--- config.mk ---
export PLATFORM = sky130hd
export DESIGN_NAME = csc_regs
export DESIGN_NICKNAME = d
export VERILOG_FILES = /design/src/rtl/csc_pkg.sv /design/src/rtl/csc_delay_timer.sv /design/src/rtl/csc_regs.sv
export VERILOG_INCLUDE_DIRS = /design/src /design/src/rtl
export SDC_FILE = /design/constraint.sdc
export NUM_CORES = 1
export LEC_CHECK = 0
export BUFFER_PORTS_ARGS = -buffer_cell sky130_fd_sc_hd__buf_2
export CELL_PAD_IN_SITES_DETAIL_PLACEMENT = 1
export CELL_PAD_IN_SITES_GLOBAL_PLACEMENT = 2
export CORE_ASPECT_RATIO = 0.75
export CORE_UTILIZATION = 39
export CTS_CLUSTER_SIZE = 30
export DETAILED_ROUTE_END_ITERATION = 6
export PLACE_DENSITY_LB_ADDON = 0.1
export SYNTH_ARGS = -nofsm -noshare
export SYNTH_HDL_FRONTEND = slang
export SYNTH_HIERARCHICAL = 1
export SYNTH_SLANG_ARGS = --single-unit
export TNS_END_PERCENT = 20
--- constraint.sdc ---
create_clock -name ref_clk_i -period 8.2 [get_ports ref_clk_i]
set_clock_uncertainty 0.05 [all_clocks]
set_input_delay 0.82 -clock ref_clk_i [delete_from_list [all_inputs] [get_ports ref_clk_i]]
set_output_delay 0.82 -clock ref_clk_i [all_outputs]
set_load 0.02 [all_outputs]
--- src/rtl/csc_defs.svh ---
// register offsets, field positions, reset values and timing counts for the strap config block
`ifndef CSC_DEFS_SVH
`define CSC_DEFS_SVH
`define CSC_ADDR_DELAY 8'hD1
`define CSC_ADDR_STRAP 8'hD2
`define CSC_ADDR_LOOP 8'hD3
`define CSC_PGDLY_MSB 5
`define CSC_PGDLY_LSB 3
`define CSC_PODLY_MSB 2
`define CSC_PODLY_LSB 0
`define CSC_TRACK_BIT 7
`define CSC_EXTRAMP_BIT 6
`define CSC_FSK_BIT 4
`define CSC_SSTIME_MSB 3
`define CSC_SSTIME_LSB 2
`define CSC_UV_BIT 1
`define CSC_MODE_BIT 0
`define CSC_RAMP_BIT 7
`define CSC_RRES_MSB 5
`define CSC_RRES_LSB 4
`define CSC_FREQ_MSB 2
`define CSC_FREQ_LSB 0
`define CSC_PGDLY_RST 3'h2
`define CSC_PODLY_RST 3'h2
`define CSC_FSK_RST 1'b1
`define CSC_FREQ_RST 3'h3
`define CSC_DELAY_BASE_NS 256000
`define CSC_CLK_PERIOD_NS 4
`define CSC_PGDLY_TOP_SHIFT 5'h9
`define CSC_STRAP_SYNC_CYC 2'h2
`endif

--- src/rtl/csc_pkg.sv ---
// types shared by the strap config block
package csc_pkg;
  typedef struct packed {
    logic ref_track;
    logic ext_ramp;
    logic [1:0] ss_time;
    logic uv;
    logic cond_mode;
    logic ramp;
    logic [1:0] ramp_res;
  } csc_strap_t;

  typedef struct packed {
    logic [2:0] powergood_delay_sel;
    logic [2:0] poweron_delay_sel;
    logic reference_tracking_sel;
    logic external_ramp_sel;
    logic softstart_skip_force;
    logic [1:0] softstart_time_sel;
    logic undervoltage_response_sel;
    logic conduction_mode_sel;
    logic ramp_injection_enable;
    logic [1:0] ramp_resistor_sel;
    logic [2:0] switching_freq_sel;
  } csc_cfg_t;
endpackage : csc_pkg

--- src/rtl/csc_delay_timer.sv ---
// delay counter: done rises target cycles after run goes high, drops with run
module csc_delay_timer import csc_pkg::*; #(
  parameter int W = 26
) (
  input wire logic ref_clk_i,
  input wire logic sys_rst_i,
  input wire logic run_i,
  input wire logic [W-1:0] target_i,
  output logic done_o
);
  logic [W-1:0] cnt_q;
  logic done_q;

  always_ff @(posedge ref_clk_i) begin
    if (sys_rst_i || !run_i) begin
      cnt_q <= '0;
    end else if (!done_q) begin
      cnt_q <= cnt_q + {{(W-1){1'b0}}, 1'b1}; // [RQ15]
    end
  end

  always_ff @(posedge ref_clk_i) begin
    if (sys_rst_i || !run_i) begin
      done_q <= 1'b0;
    end else if (cnt_q == target_i - {{(W-1){1'b0}}, 1'b1}) begin
      done_q <= 1'b1; // [RQ15]
    end
  end

  assign done_o = done_q;

  property p_done_at_target;
    @(posedge ref_clk_i) disable iff (sys_rst_i)
      $rose(done_q) |-> $past(cnt_q) == $past(target_i) - {{(W-1){1'b0}}, 1'b1};
  endproperty
  a_done_at_target: assert property (p_done_at_target) else $error("delay done at wrong count"); // [RQ15]
endmodule : csc_delay_timer

--- src/rtl/csc_regs.sv ---
// converter configuration registers (strap and loop bytes partly strap-loaded, delay byte reset-only) with power-on and power-good delay timers
// Operation
// [RQ1] power-good delay doubles from 256us, top 131ms
// [RQ2] power-on delay doubles from 256us to 32.768ms
// [RQ3] delay byte: power-good 5:3, power-on 2:0, reset 010
// [RQ4] host overrides last until next power-on reset
// [RQ5] bit7 selects internal reference or external tracking
// [RQ6] bit6 selects internal ramp or external sequencing
// [RQ7] bit4 forces skip during soft start, resets 1
// [RQ8] bits3:2 pick soft-start 1, 2, 4, 8 ms
// [RQ9] bit1 picks hiccup or latch-off on undervoltage
// [RQ10] bit0 picks pulse-skip or forced continuous mode
// [RQ11] loop bit7 enables internal ramp injection
// [RQ12] loop bits5:4 scale ramp resistor
// [RQ13] loop bits2:0 pick switching frequency, reset 011
// [RQ14] unused bits read zero, ignore writes
// [RQ15] delays are counters on the internal clock
`include "csc_defs.svh"
module csc_regs import csc_pkg::*; #(
  parameter int BASE_CYC = `CSC_DELAY_BASE_NS / `CSC_CLK_PERIOD_NS,
  parameter int TW = 26
) (
  input wire logic ref_clk_i,
  input wire logic sys_rst_i,
  input wire logic [7:0] cmd_code_i,
  input wire logic wr_en_i,
  input wire logic [7:0] wr_data_i,
  input wire logic rd_en_i,
  output logic [7:0] rd_data_o,
  output logic rd_valid_o,
  input wire csc_strap_t strap_i,
  input wire logic enable_i,
  input wire logic regulation_ok_i,
  input wire logic softstart_active_i,
  output csc_cfg_t cfg_o,
  output logic pulse_skip_o,
  output logic softstart_start_o,
  output logic power_good_output_o
);
  localparam int SW = $bits(csc_strap_t) + 3;

  // pins from the analog side and strap straps: two flops before use
  logic [SW-1:0] meta_q;
  logic [SW-1:0] sync_q;
  csc_strap_t strap_s;
  logic en_s;
  logic reg_ok_s;
  logic ss_act_s;

  always_ff @(posedge ref_clk_i) begin
    if (sys_rst_i) begin
      meta_q <= '0;
      sync_q <= '0;
    end else begin
      meta_q <= {strap_i, enable_i, regulation_ok_i, softstart_active_i};
      sync_q <= meta_q;
    end
  end
  assign {strap_s, en_s, reg_ok_s, ss_act_s} = sync_q;

  // strap capture after reset release, once the synchroniser holds real pin values
  logic [1:0] ld_cnt_q;
  logic strap_ld;
  always_ff @(posedge ref_clk_i) begin
    if (sys_rst_i) begin
      ld_cnt_q <= 2'h0;
    end else if (ld_cnt_q != 2'h3) begin
      ld_cnt_q <= ld_cnt_q + 2'h1;
    end
  end
  assign strap_ld = (ld_cnt_q == `CSC_STRAP_SYNC_CYC);

  logic wr_dly;
  logic wr_strap;
  logic wr_loop;
  // a strap load outranks a host write landing in the same cycle
  assign wr_dly = wr_en_i && (cmd_code_i == `CSC_ADDR_DELAY);
  assign wr_strap = wr_en_i && (cmd_code_i == `CSC_ADDR_STRAP) && !strap_ld;
  assign wr_loop = wr_en_i && (cmd_code_i == `CSC_ADDR_LOOP) && !strap_ld;

  csc_cfg_t cfg_q;

  always_ff @(posedge ref_clk_i) begin
    if (sys_rst_i) begin
      cfg_q.powergood_delay_sel <= `CSC_PGDLY_RST; // [RQ3]
      cfg_q.poweron_delay_sel <= `CSC_PODLY_RST; // [RQ3]
    end else if (wr_dly) begin
      cfg_q.powergood_delay_sel <= wr_data_i[`CSC_PGDLY_MSB:`CSC_PGDLY_LSB]; // [RQ3]
      cfg_q.poweron_delay_sel <= wr_data_i[`CSC_PODLY_MSB:`CSC_PODLY_LSB]; // [RQ3]
    end
  end

  always_ff @(posedge ref_clk_i) begin
    if (sys_rst_i) begin
      cfg_q.reference_tracking_sel <= 1'b0;
      cfg_q.external_ramp_sel <= 1'b0;
      cfg_q.softstart_time_sel <= 2'h0;
      cfg_q.undervoltage_response_sel <= 1'b0;
      cfg_q.conduction_mode_sel <= 1'b0;
    end else if (strap_ld) begin
      cfg_q.reference_tracking_sel <= strap_s.ref_track; // [RQ4] [RQ5]
      cfg_q.external_ramp_sel <= strap_s.ext_ramp; // [RQ6]
      cfg_q.softstart_time_sel <= strap_s.ss_time; // [RQ8]
      cfg_q.undervoltage_response_sel <= strap_s.uv; // [RQ9]
      cfg_q.conduction_mode_sel <= strap_s.cond_mode; // [RQ10]
    end else if (wr_strap) begin
      cfg_q.reference_tracking_sel <= wr_data_i[`CSC_TRACK_BIT]; // [RQ5]
      cfg_q.external_ramp_sel <= wr_data_i[`CSC_EXTRAMP_BIT]; // [RQ6]
      cfg_q.softstart_time_sel <= wr_data_i[`CSC_SSTIME_MSB:`CSC_SSTIME_LSB]; // [RQ8]
      cfg_q.undervoltage_response_sel <= wr_data_i[`CSC_UV_BIT]; // [RQ9]
      cfg_q.conduction_mode_sel <= wr_data_i[`CSC_MODE_BIT]; // [RQ10]
    end
  end

  always_ff @(posedge ref_clk_i) begin
    if (sys_rst_i) begin
      cfg_q.softstart_skip_force <= `CSC_FSK_RST; // [RQ7]
    end else if (wr_strap) begin
      cfg_q.softstart_skip_force <= wr_data_i[`CSC_FSK_BIT]; // [RQ7]
    end
  end

  always_ff @(posedge ref_clk_i) begin
    if (sys_rst_i) begin
      cfg_q.ramp_injection_enable <= 1'b0;
      cfg_q.ramp_resistor_sel <= 2'h0;
    end else if (strap_ld) begin
      cfg_q.ramp_injection_enable <= strap_s.ramp; // [RQ4] [RQ11]
      cfg_q.ramp_resistor_sel <= strap_s.ramp_res; // [RQ12]
    end else if (wr_loop) begin
      cfg_q.ramp_injection_enable <= wr_data_i[`CSC_RAMP_BIT]; // [RQ11]
      cfg_q.ramp_resistor_sel <= wr_data_i[`CSC_RRES_MSB:`CSC_RRES_LSB]; // [RQ12]
    end
  end

  always_ff @(posedge ref_clk_i) begin
    if (sys_rst_i) begin
      cfg_q.switching_freq_sel <= `CSC_FREQ_RST; // [RQ13]
    end else if (wr_loop) begin
      cfg_q.switching_freq_sel <= wr_data_i[`CSC_FREQ_MSB:`CSC_FREQ_LSB]; // [RQ13]
    end
  end

  assign cfg_o = cfg_q;

  // readback; unused bits are never stored so they read zero
  logic [7:0] rd_mux;
  always_comb begin
    rd_mux = 8'h00;
    unique case (cmd_code_i)
      `CSC_ADDR_DELAY: begin
        rd_mux[`CSC_PGDLY_MSB:`CSC_PGDLY_LSB] = cfg_q.powergood_delay_sel;
        rd_mux[`CSC_PODLY_MSB:`CSC_PODLY_LSB] = cfg_q.poweron_delay_sel;
      end
      `CSC_ADDR_STRAP: begin
        rd_mux[`CSC_TRACK_BIT] = cfg_q.reference_tracking_sel;
        rd_mux[`CSC_EXTRAMP_BIT] = cfg_q.external_ramp_sel;
        rd_mux[`CSC_FSK_BIT] = cfg_q.softstart_skip_force;
        rd_mux[`CSC_SSTIME_MSB:`CSC_SSTIME_LSB] = cfg_q.softstart_time_sel;
        rd_mux[`CSC_UV_BIT] = cfg_q.undervoltage_response_sel;
        rd_mux[`CSC_MODE_BIT] = cfg_q.conduction_mode_sel;
      end
      `CSC_ADDR_LOOP: begin
        rd_mux[`CSC_RAMP_BIT] = cfg_q.ramp_injection_enable;
        rd_mux[`CSC_RRES_MSB:`CSC_RRES_LSB] = cfg_q.ramp_resistor_sel;
        rd_mux[`CSC_FREQ_MSB:`CSC_FREQ_LSB] = cfg_q.switching_freq_sel;
      end
      default: rd_mux = 8'h00; // [RQ14]
    endcase
  end

  always_ff @(posedge ref_clk_i) begin
    if (sys_rst_i) begin
      rd_data_o <= 8'h00;
      rd_valid_o <= 1'b0;
    end else begin
      rd_valid_o <= rd_en_i;
      if (rd_en_i) begin
        rd_data_o <= rd_mux;
      end
    end
  end

  // skip is forced only while soft start runs; mode bit rules otherwise
  always_ff @(posedge ref_clk_i) begin
    if (sys_rst_i) begin
      pulse_skip_o <= 1'b1;
    end else begin
      pulse_skip_o <= (cfg_q.softstart_skip_force && ss_act_s) || !cfg_q.conduction_mode_sel; // [RQ7] [RQ10]
    end
  end

  // delay targets: base step shifted by the code; power-good top code jumps to 512 steps
  logic [TW-1:0] pg_target;
  logic [TW-1:0] po_target;
  logic [4:0] pg_shift;
  assign pg_shift = (cfg_q.powergood_delay_sel == 3'h7) ? `CSC_PGDLY_TOP_SHIFT : {2'h0, cfg_q.powergood_delay_sel};
  assign pg_target = TW'(BASE_CYC) << pg_shift; // [RQ1]
  assign po_target = TW'(BASE_CYC) << cfg_q.poweron_delay_sel; // [RQ2]

  logic po_done;
  logic po_done_q;
  logic pg_done;

  csc_delay_timer #(.W(TW)) u_poweron (
    .ref_clk_i(ref_clk_i),
    .sys_rst_i(sys_rst_i),
    .run_i(en_s),
    .target_i(po_target),
    .done_o(po_done)
  );

  csc_delay_timer #(.W(TW)) u_powergood (
    .ref_clk_i(ref_clk_i),
    .sys_rst_i(sys_rst_i),
    .run_i(reg_ok_s),
    .target_i(pg_target),
    .done_o(pg_done)
  );

  always_ff @(posedge ref_clk_i) begin
    if (sys_rst_i) begin
      po_done_q <= 1'b0;
      softstart_start_o <= 1'b0;
    end else begin
      po_done_q <= po_done;
      softstart_start_o <= po_done && !po_done_q; // [RQ15]
    end
  end
  assign power_good_output_o = pg_done; // [RQ15]

  property p_pg_top;
    @(posedge ref_clk_i) disable iff (sys_rst_i)
      cfg_q.powergood_delay_sel == 3'h7 |-> pg_target == TW'(BASE_CYC) * 512;
  endproperty
  a_pg_top: assert property (p_pg_top) else $error("power-good top delay wrong"); // [RQ1]
  property p_po_code;
    @(posedge ref_clk_i) disable iff (sys_rst_i)
      cfg_q.poweron_delay_sel == 3'h7 |-> po_target == TW'(BASE_CYC) * 128;
  endproperty
  a_po_code: assert property (p_po_code) else $error("poweron top delay wrong"); // [RQ2]
  property p_dly_reset;
    @(posedge ref_clk_i) $fell(sys_rst_i) |-> cfg_q.powergood_delay_sel == 3'h2 && cfg_q.poweron_delay_sel == 3'h2;
  endproperty
  a_dly_reset: assert property (p_dly_reset) else $error("delay reset value wrong"); // [RQ3]
  property p_strap_load;
    @(posedge ref_clk_i) disable iff (sys_rst_i)
      strap_ld |=> cfg_q.reference_tracking_sel == $past(strap_s.ref_track)
        && cfg_q.ramp_resistor_sel == $past(strap_s.ramp_res);
  endproperty
  a_strap_load: assert property (p_strap_load) else $error("strap not reloaded"); // [RQ4]
  property p_wr_strap;
    @(posedge ref_clk_i) disable iff (sys_rst_i)
      wr_strap |=> cfg_q.reference_tracking_sel == $past(wr_data_i[7]) && cfg_q.external_ramp_sel == $past(wr_data_i[6])
        && cfg_q.softstart_time_sel == $past(wr_data_i[3:2]) && cfg_q.undervoltage_response_sel == $past(wr_data_i[1]);
  endproperty
  a_wr_strap: assert property (p_wr_strap) else $error("strap register write lost"); // [RQ5]
  property p_skip;
    @(posedge ref_clk_i) disable iff (sys_rst_i)
      cfg_q.softstart_skip_force && ss_act_s |=> pulse_skip_o;
  endproperty
  a_skip: assert property (p_skip) else $error("skip not forced in soft start"); // [RQ7]
  property p_mode;
    @(posedge ref_clk_i) disable iff (sys_rst_i)
      !ss_act_s && cfg_q.conduction_mode_sel |=> !pulse_skip_o;
  endproperty
  a_mode: assert property (p_mode) else $error("forced continuous not honoured"); // [RQ10]
  property p_wr_loop;
    @(posedge ref_clk_i) disable iff (sys_rst_i)
      wr_loop |=> cfg_q.ramp_injection_enable == $past(wr_data_i[7]) && cfg_q.switching_freq_sel == $past(wr_data_i[2:0]);
  endproperty
  a_wr_loop: assert property (p_wr_loop) else $error("loop register write lost"); // [RQ11]
  property p_freq_reset;
    @(posedge ref_clk_i) $fell(sys_rst_i) |-> cfg_q.switching_freq_sel == 3'h3 && cfg_q.softstart_skip_force;
  endproperty
  a_freq_reset: assert property (p_freq_reset) else $error("loop reset value wrong"); // [RQ13]
  property p_rsv_zero;
    @(posedge ref_clk_i) disable iff (sys_rst_i)
      rd_en_i && cmd_code_i == `CSC_ADDR_LOOP |=> rd_valid_o && rd_data_o[6] == 1'b0 && rd_data_o[3] == 1'b0;
  endproperty
  a_rsv_zero: assert property (p_rsv_zero) else $error("unused bit reads one"); // [RQ14]
  c_strap_wr: cover property (@(posedge ref_clk_i) disable iff (sys_rst_i) wr_strap);
  c_power_good_output: cover property (@(posedge ref_clk_i) disable iff (sys_rst_i) $rose(power_good_output_o));
  c_ss_start: cover property (@(posedge ref_clk_i) disable iff (sys_rst_i) softstart_start_o);
endmodule : csc_regs

==> results of run 1 <==
==> through the flow <==
stage	cells	util (%)
floorplan	866	-
global placement	1098	44.7
detailed placement	1098	44.7
CTS	1114	46.7
global route	1114	46.7
finish	1114	46.7
==> cells in the final DEF, fill, tap and decap left out, drive strengths merged, types with 3 or more instances in the layout <==
cell type and n:
ha 6, nor3 33, nand2b 14, nor2 92, clkbuf 9, a21oi 34
or3 20, a211o 4, or4 6, conb 80, xor2 53, or2 3
a21o 4, o21ai 22, nand4 15, o41ai 4, nand2 47, nor2b 49
mux2 6, xnor2 48, nor4b 4, nand3b 7, nand3 36, dfxtp 111
a2111oi 7, and3 15, inv 25, buf 64, mux2i 17, o311a 6
o2111ai 4, o31ai 4, and2 5, a22o 4, nor4 12, or4b 5
==> registers in the layout (all words and copies together) (netlist names), 2 cells and up <==
| register | flops |
|---|---|
| u_poweron/cnt_q | 26 |
| rd_data_o | 8 |
| ld_cnt_q | 2 |
| sync_q | 12 |
| cfg_o | 19 |
| u_powergood/cnt_q | 26 |
| meta_q | 12 |
==> path summary, 6_finish.rpt <==
check | from | end | slack, ns | cells after the start
hold / removal | po_done_q$_SDFF_PP0_ | softstart_start_o$_SDFF_PP0_ | 0.34 | 1
hold reg to reg | po_done_q$_SDFF_PP0_ | softstart_start_o$_SDFF_PP0_ | 0.34 | 1
setup reg to reg | cfg_o[18]$_SDFFE_PP0P_ | u_powergood/done_o$_SDFFE_PP0N_ | 4.56 | 9
setup / recovery | cfg_o[18]$_SDFFE_PP0P_ | u_powergood/done_o$_SDFFE_PP0N_ | 4.56 | 9
==> area by class of cell <==
class / count / area, sq um
Clock buffer: 9 / 225
Clock inverter: 7 / 97.6
Fill cell: 2039 / 8640
Inverter: 21 / 78.8
Multi-Input combinational cell: 692 / 4360
Sequential cell: 111 / 2220
Tap cell: 210 / 263
Timing Repair Buffer: 64 / 325
==> per-layer routing <==
metal  global-route usage (%)  vias up  share of wire [%]
li1                         -     2886                  -
met3                     5.30       19                5.8
met5                        0        -              0.071
met4                     5.61        2                1.2
met1                     31.5     2821                 51
met2                     34.2      112                 42
==> power by group through the flow <==
stage          clock (W)  sequential (W)  combinational [W]
5_1_grt         0.000506        0.000571           0.000144
3_5_place_dp           0        0.000581           0.000126
3_3_place_gp           0        0.000580           0.000122
4_1_cts         0.000488        0.000569           0.000126
6_report        0.000474        0.000569           0.000128
2_1_floorplan          0        0.000588          0.0000796
==> critical path: cells and delay by family (launching register included) <==
kind             cells  cell delay [ns]
AND/OR/NAND/NOR      6             2.33
flip-flops           1             0.47
AO/OA/AOI/OAI        3             0.72
==> logic make-up after synthesis <==
group	after synthesis	share of synthesized area, %
AO/OA/AOI/OAI	111	11.9
XOR/XNOR	101	13.5
adder cells (fa/ha/maj)	6	1.14
buffers and inverters	63	4.21
flip-flops	111	33.9
multiplexers	23	3.62
other	1	0.0571
AND/OR/NAND/NOR	371	31.8
==> run summary, run 1 <==
Synth async-reset ratio - 0%
Area Overhead vs Synth - 15.4%
WL/cell - 16.5 um
final setup margin - 4.56 ns
post-synthesis cell count - 787
clk sinks - 111
layout cell share with drive strength beyond 1 - 12.9%
Final Cycle Share - 44.4%
Nets - 937
Worst Setup Start Kind - register
sequential fraction of the synthesis area - 33.9%
max cap viols - 0
synthesized cell area - 0.00656 sq mm
Power Dens Cells - 155 mW/mm^2
most instantiated cells after synthesis - 111 x dfxtp_1, 92 x nor2_1, 53 x xor2_1
WP data arrival - 3.87 ns
H-tree depth - 3
minimum clock period - 3.64 ns
count of cell types in the netlist - 70
fmax - 275 MHz
Max-Slew Margin vs Limit - 28.5%
Worst-path clk slew - 0.08 ns
Initial DRT Pass Iterations - 4
Initial Util - 40.5%
Post-CTS Setup Bufs - 0
worst min path class - reg -> reg
Comb pwr share - 11.0%
vias after detailed routing - 5840
Area contributors post-synth - dfxtp_1 34%, xor2_1 7.1%, xnor2_1 6.4%
Switching Share - 27.1%
Synth warnings - 6
Die X-Extent - 152 um
post-route cell area - 0.00757 sq mm
Via density - 5.24
status - finished clean
final estimated routing congestion in global placement - 0.866
Overall Power - 0.00117 W
diodes inserted - 0
CTS resizes - 0
Detailed Route Iter0 Violations - 363
Crit path largest cell delay - 0.79 ns
num ports - 63
share of the synthesized area in the top cell type - 33.9%
CTS Buf Count - 9
Std-Cell Rows - 40
slew at the pin closest to its max-slew limit - 1.07 ns
internal cell power - 0.000854 W
synthesized flop and latch total - 111
area post-placement - 0.00725 sq mm
number of flops mapped to enable cells by yosys - 0
Detailed Route WL - 18300 um
area leader, netlist - dfxtp_1
critical path class - reg -> reg
final hold viol count - 0
Die Y - 114 um
largest net degree at the start of global routing - 65
Peak VDD IR - 0.0871 mV
Post-Place Worst Slack - 4.56 ns
CTS root buf - clkbuf_16
CP max-delay cell - nor3_1
CTS tree - built
number of global-route vias before repair - 5888
hpwl dp - 14200 um
sequential share of power - 48.6%
CP required - 8.43 ns
Critical Path Fanout Max - 17
Die ar. - 0.0174 sq mm
drt drc - 0
NetSw - 0.000317 W
worst-path cell chain - nor3_1 > nor2_1 > or4_4 > or3_1 > nand3_1 > o2111ai_1 > a2111oi_2 > nand4_1 > o31ai_2
clk_lat worst skew - 0.36 ns
most frequent cell after synthesis - dfxtp_1
Slew Viols, Final - 0
hold buffers post-CTS - 0
Clk pwr share - 40.5%
Setup crit end kind - register
Longest Clk Path Bufs - 2
RSZ-0062 raised after global routing - false
final setup violation count - 0
Total GRT Usage - 22.4%
initial antenna violation count - 1
first-pass GRT wire length - 30100 um
ANT nets after route - 0
Overflow after GRT - 0
main flop type after synthesis - dfxtp_1
P_leak - 2.97 nW
Port Buffers - 62
syn avg cell area - 8.34 sq um
core box area - 0.0162 sq mm
Total Neg Setup Slack - 0 ns
Min Hold Slack - 0.337 ns
No activity file was read; power rests on OpenSTA's default activity.
==> run 2, diff against run 1 <==
--- a/config.mk
+++ b/config.mk
@@ -10,7 +10,7 @@
 export CELL_PAD_IN_SITES_DETAIL_PLACEMENT = 1
 export CELL_PAD_IN_SITES_GLOBAL_PLACEMENT = 2
 export CORE_ASPECT_RATIO = 0.75
-export CORE_UTILIZATION = 39
+export CORE_UTILIZATION = 33
 export CTS_CLUSTER_SIZE = 30
 export DETAILED_ROUTE_END_ITERATION = 6
 export PLACE_DENSITY_LB_ADDON = 0.1
==> constraint.sdc (replaced) <==
create_clock -name ref_clk_i -period 3.2 [get_ports ref_clk_i]
set_clock_uncertainty 0.05 [all_clocks]
set_input_delay 0.32 -clock ref_clk_i [delete_from_list [all_inputs] [get_ports ref_clk_i]]
set_output_delay 0.32 -clock ref_clk_i [all_outputs]
set_load 0.02 [all_outputs]
==> run 2 against run 1 <==
Against the previous run: total power rose to 2.6 times the previous value; flip-flop and latch count unchanged; worst hold slack lost 0.24 ns; critical path type unchanged; utilization decreased by 6.8 points; non-clock buffer count grew 15; highest routed layer is now met4; sequential share of layout area shrank 0.64 points.
==> run summary, run 2 (synthesis gave the netlist of run 1 again) <==
status - finished clean (unchanged)
Total GRT Usage - 19.4% (was 22.4%)
Min Hold Slack - 0.0985 ns (was 0.337 ns)
slew at the pin closest to its max-slew limit - 0.988 ns (was 1.07 ns)
fmax - 343 MHz (was 275 MHz)
Port Buffers - 62 (unchanged)
drt drc - 0 (unchanged)
Via density - 4.95 (was 5.24)
largest net degree at the start of global routing - 58 (was 65)
R2R depth - 9 (unchanged)
Setup crit end kind - register (unchanged)
Area Overhead vs Synth - 18.2% (was 15.4%)
CTS tree - built (unchanged)
Die ar. - 0.0205 sq mm (was 0.0174 sq mm)
Final Cycle Share - 91.1% (was 44.4%)
RSZ-0062 raised after global routing - false (unchanged)
Initial Util - 33.8% (was 40.5%)
post-route cell area - 0.00775 sq mm (was 0.00757 sq mm)
r2r setup slk - 0.29 ns (was 4.56 ns)
Overflow after GRT - 0 (unchanged)
Slew Viols, Final - 0 (unchanged)
Power Dens Cells - 389 mW/mm^2 (was 155 mW/mm^2)
minimum clock period - 2.91 ns (was 3.64 ns)
Die X-Extent - 165 um (was 152 um)
CTS root buf - clkbuf_16 (unchanged)
Total Neg Setup Slack - 0 ns (unchanged)
Post-CTS Setup Bufs - 0 (unchanged)
sequential share of power - 48.2% (was 48.6%)
core box area - 0.0194 sq mm (was 0.0162 sq mm)
CP max-delay cell - or4_4 (was nor3_1)
Initial DRT Pass Iterations - 4 (unchanged)
Peak VDD IR - 0.232 mV (was 0.0871 mV)
Worst-path clk slew - 0.10 ns (was 0.08 ns)
Clk pwr share - 40.9% (was 40.5%)
WL/cell - 16.1 um (was 16.5 um)
Longest Clk Path Bufs - 2 (unchanged)
Worst Setup Start Kind - register (unchanged)
final hold viol count - 0 (unchanged)
final setup violation count - 0 (unchanged)
Detailed Route WL - 18900 um (was 18300 um)
worst r2r src - cfg_o[17]$_SDFFE_PP1P_ (was cfg_o[18]$_SDFFE_PP0P_)
internal cell power - 0.00213 W (was 0.000854 W)
ANT nets after route - 0 (unchanged)
R2R Path End - u_powergood/done_o$_SDFFE_PP0N_ (unchanged)
clk_lat worst skew - 0.37 ns (was 0.36 ns)
hpwl dp - 14400 um (was 14200 um)
cell count of the worst hold path - 2 (was 1)
CP bufs+invs - 0 (unchanged)
hold buffers post-CTS - 0 (unchanged)
CP required - 3.43 ns (was 8.43 ns)
vias after detailed routing - 5798 (was 5840)
max cap viols - 0 (unchanged)
area post-placement - 0.00742 sq mm (was 0.00725 sq mm)
Detailed Route Iter0 Violations - 219 (was 363)
most frequent cells in the layout - 108 x dfxtp_1, 91 x nor2_1, 80 x conb_1, 62 x buf_2, 53 x xor2_1 (was 111 x dfxtp_1, 92 x nor2_1, 80 x conb_1, 62 x buf_2, 53 x xor2_1)
number of global-route vias before repair - 5786 (was 5888)
Nets - 952 (was 937)
Hold Crit Start - strap_i[4] (was po_done_q$_SDFF_PP0_)
kind of cell adding the most delay to the critical path - simple AND/OR/NAND/NOR gates (unchanged)
diodes inserted - 0 (unchanged)
Std-Cell Rows - 44 (was 40)
clk sinks - 111 (unchanged)
WP data arrival - 3.15 ns (was 3.87 ns)
Critical Path Most Common Cell - nand4_1
Switching Share - 29.3% (was 27.1%)
num ports - 63 (unchanged)
most common cell after layout, fill and taps aside - dfxtp_1 (unchanged)
Crit path largest cell delay - 0.58 ns (was 0.79 ns)
CTS Buf Count - 9 (unchanged)
initial antenna violation count - 1 (unchanged)
Comb pwr share - 10.9% (was 11.0%)
first-pass GRT wire length - 30600 um (was 30100 um)
final estimated routing congestion in global placement - 0.852 (was 0.866)
critical path class - reg -> reg (unchanged)
Die Y - 124 um (was 114 um)
worst-path cell chain - and2_1 > nor2_1 > or4_4 > nor3_2 > xnor2_1 > nand4_1 > a2111oi_0 > nand4_1 > o31ai_2 (was nor3_1 > nor2_1 > or4_4 > or3_1 > nand3_1 > o2111ai_1 > a2111oi_2 > nand4_1 > o31ai_2)
P_leak - 3.05 nW (was 2.97 nW)
CTS resizes - 0 (unchanged)
layout cell share with drive strength beyond 1 - 15.0% (was 12.9%)
NetSw - 0.000885 W (was 0.000317 W)
Max-Slew Margin vs Limit - 34.1% (was 28.5%)
hold endpoint - meta_q[7]$_SDFF_PP0_ (was softstart_start_o$_SDFF_PP0_)
Critical Path Fanout Max - 15 (was 17)
worst min path class - in -> reg (was reg -> reg)
H-tree depth - 3 (unchanged)
run 2: cell count changes in the layout (fill, tap and decap cells not counted), sizes merged:
cell / delta
bufinv: -1
buf: +15
inv: +1
run 2: cell type report:
cell class              instances  area [sq um]
fillers                      2408         11700
inverters                      21          78.8
clock inverters                 7          96.3
multi-input cells             692          4370
clock buffers                   9           225
flip-flops and latches        111          2230
repair buffers                 79           438
well taps                     253           317
run 2: worst max path at each step:
| stage | start | end | slack, ns | cells after the start |
|---|---|---|---|---|
| floorplan | cfg_o[15]$_SDFFE_PP0P_ | u_poweron/done_o$_SDFFE_PP0N_ | 0.11 | 11 |
| global placement | cfg_o[16]$_SDFFE_PP0P_ | u_powergood/done_o$_SDFFE_PP0N_ | 0.25 | 9 |
| detailed placement | cfg_o[16]$_SDFFE_PP0P_ | u_powergood/done_o$_SDFFE_PP0N_ | 0.06 | 9 |
| CTS | cfg_o[16]$_SDFFE_PP0P_ | u_powergood/done_o$_SDFFE_PP0N_ | 0.03 | 9 |
| global route | cfg_o[17]$_SDFFE_PP1P_ | u_powergood/done_o$_SDFFE_PP0N_ | 0.07 | 9 |
| finish | cfg_o[17]$_SDFFE_PP1P_ | u_powergood/done_o$_SDFFE_PP0N_ | 0.29 | 9 |
run 2: worst reg2reg max path, stage by stage, from the launching register on:
cell and delay [ns]:
dfxtp_2 0.47, and2_1 0.29, nor2_1 0.10, or4_4 0.58, nor3_2 0.17, xnor2_1 0.15
nand4_1 0.11, a2111oi_0 0.49, nand4_1 0.21, o31ai_2 0.21
run 2: metrics by stage:
step	total power (W)	instances	utilization, %	setup WS (ns)
3_5_place_dp	0.00181	1156	38.2	0.0592
6_report	0.00302	1172	39.9	0.286
4_1_cts	0.00307	1172	39.8	0.0295
3_3_place_gp	0.00180	1156	38.2	0.247
5_1_grt	0.00317	1172	39.9	0.0672
2_1_floorplan	0.00171	866	-	0.107
run 2: power by group through the flow:
stage	clock (W)	combinational (W)	sequential [W]
3_3_place_gp	0	0.000314	0.00149
6_report	0.00123	0.000329	0.00146
5_1_grt	0.00133	0.000372	0.00146
2_1_floorplan	0	0.000204	0.00151
3_5_place_dp	0	0.000324	0.00149
4_1_cts	0.00129	0.000325	0.00146
run 2: metal layers:
metal / global-route usage, % / routed length, um
met3: 4.33 / 825
met4: 5.62 / 224
met1: 27.6 / 9890
met2: 29.1 / 7930
met5: 0 / 0
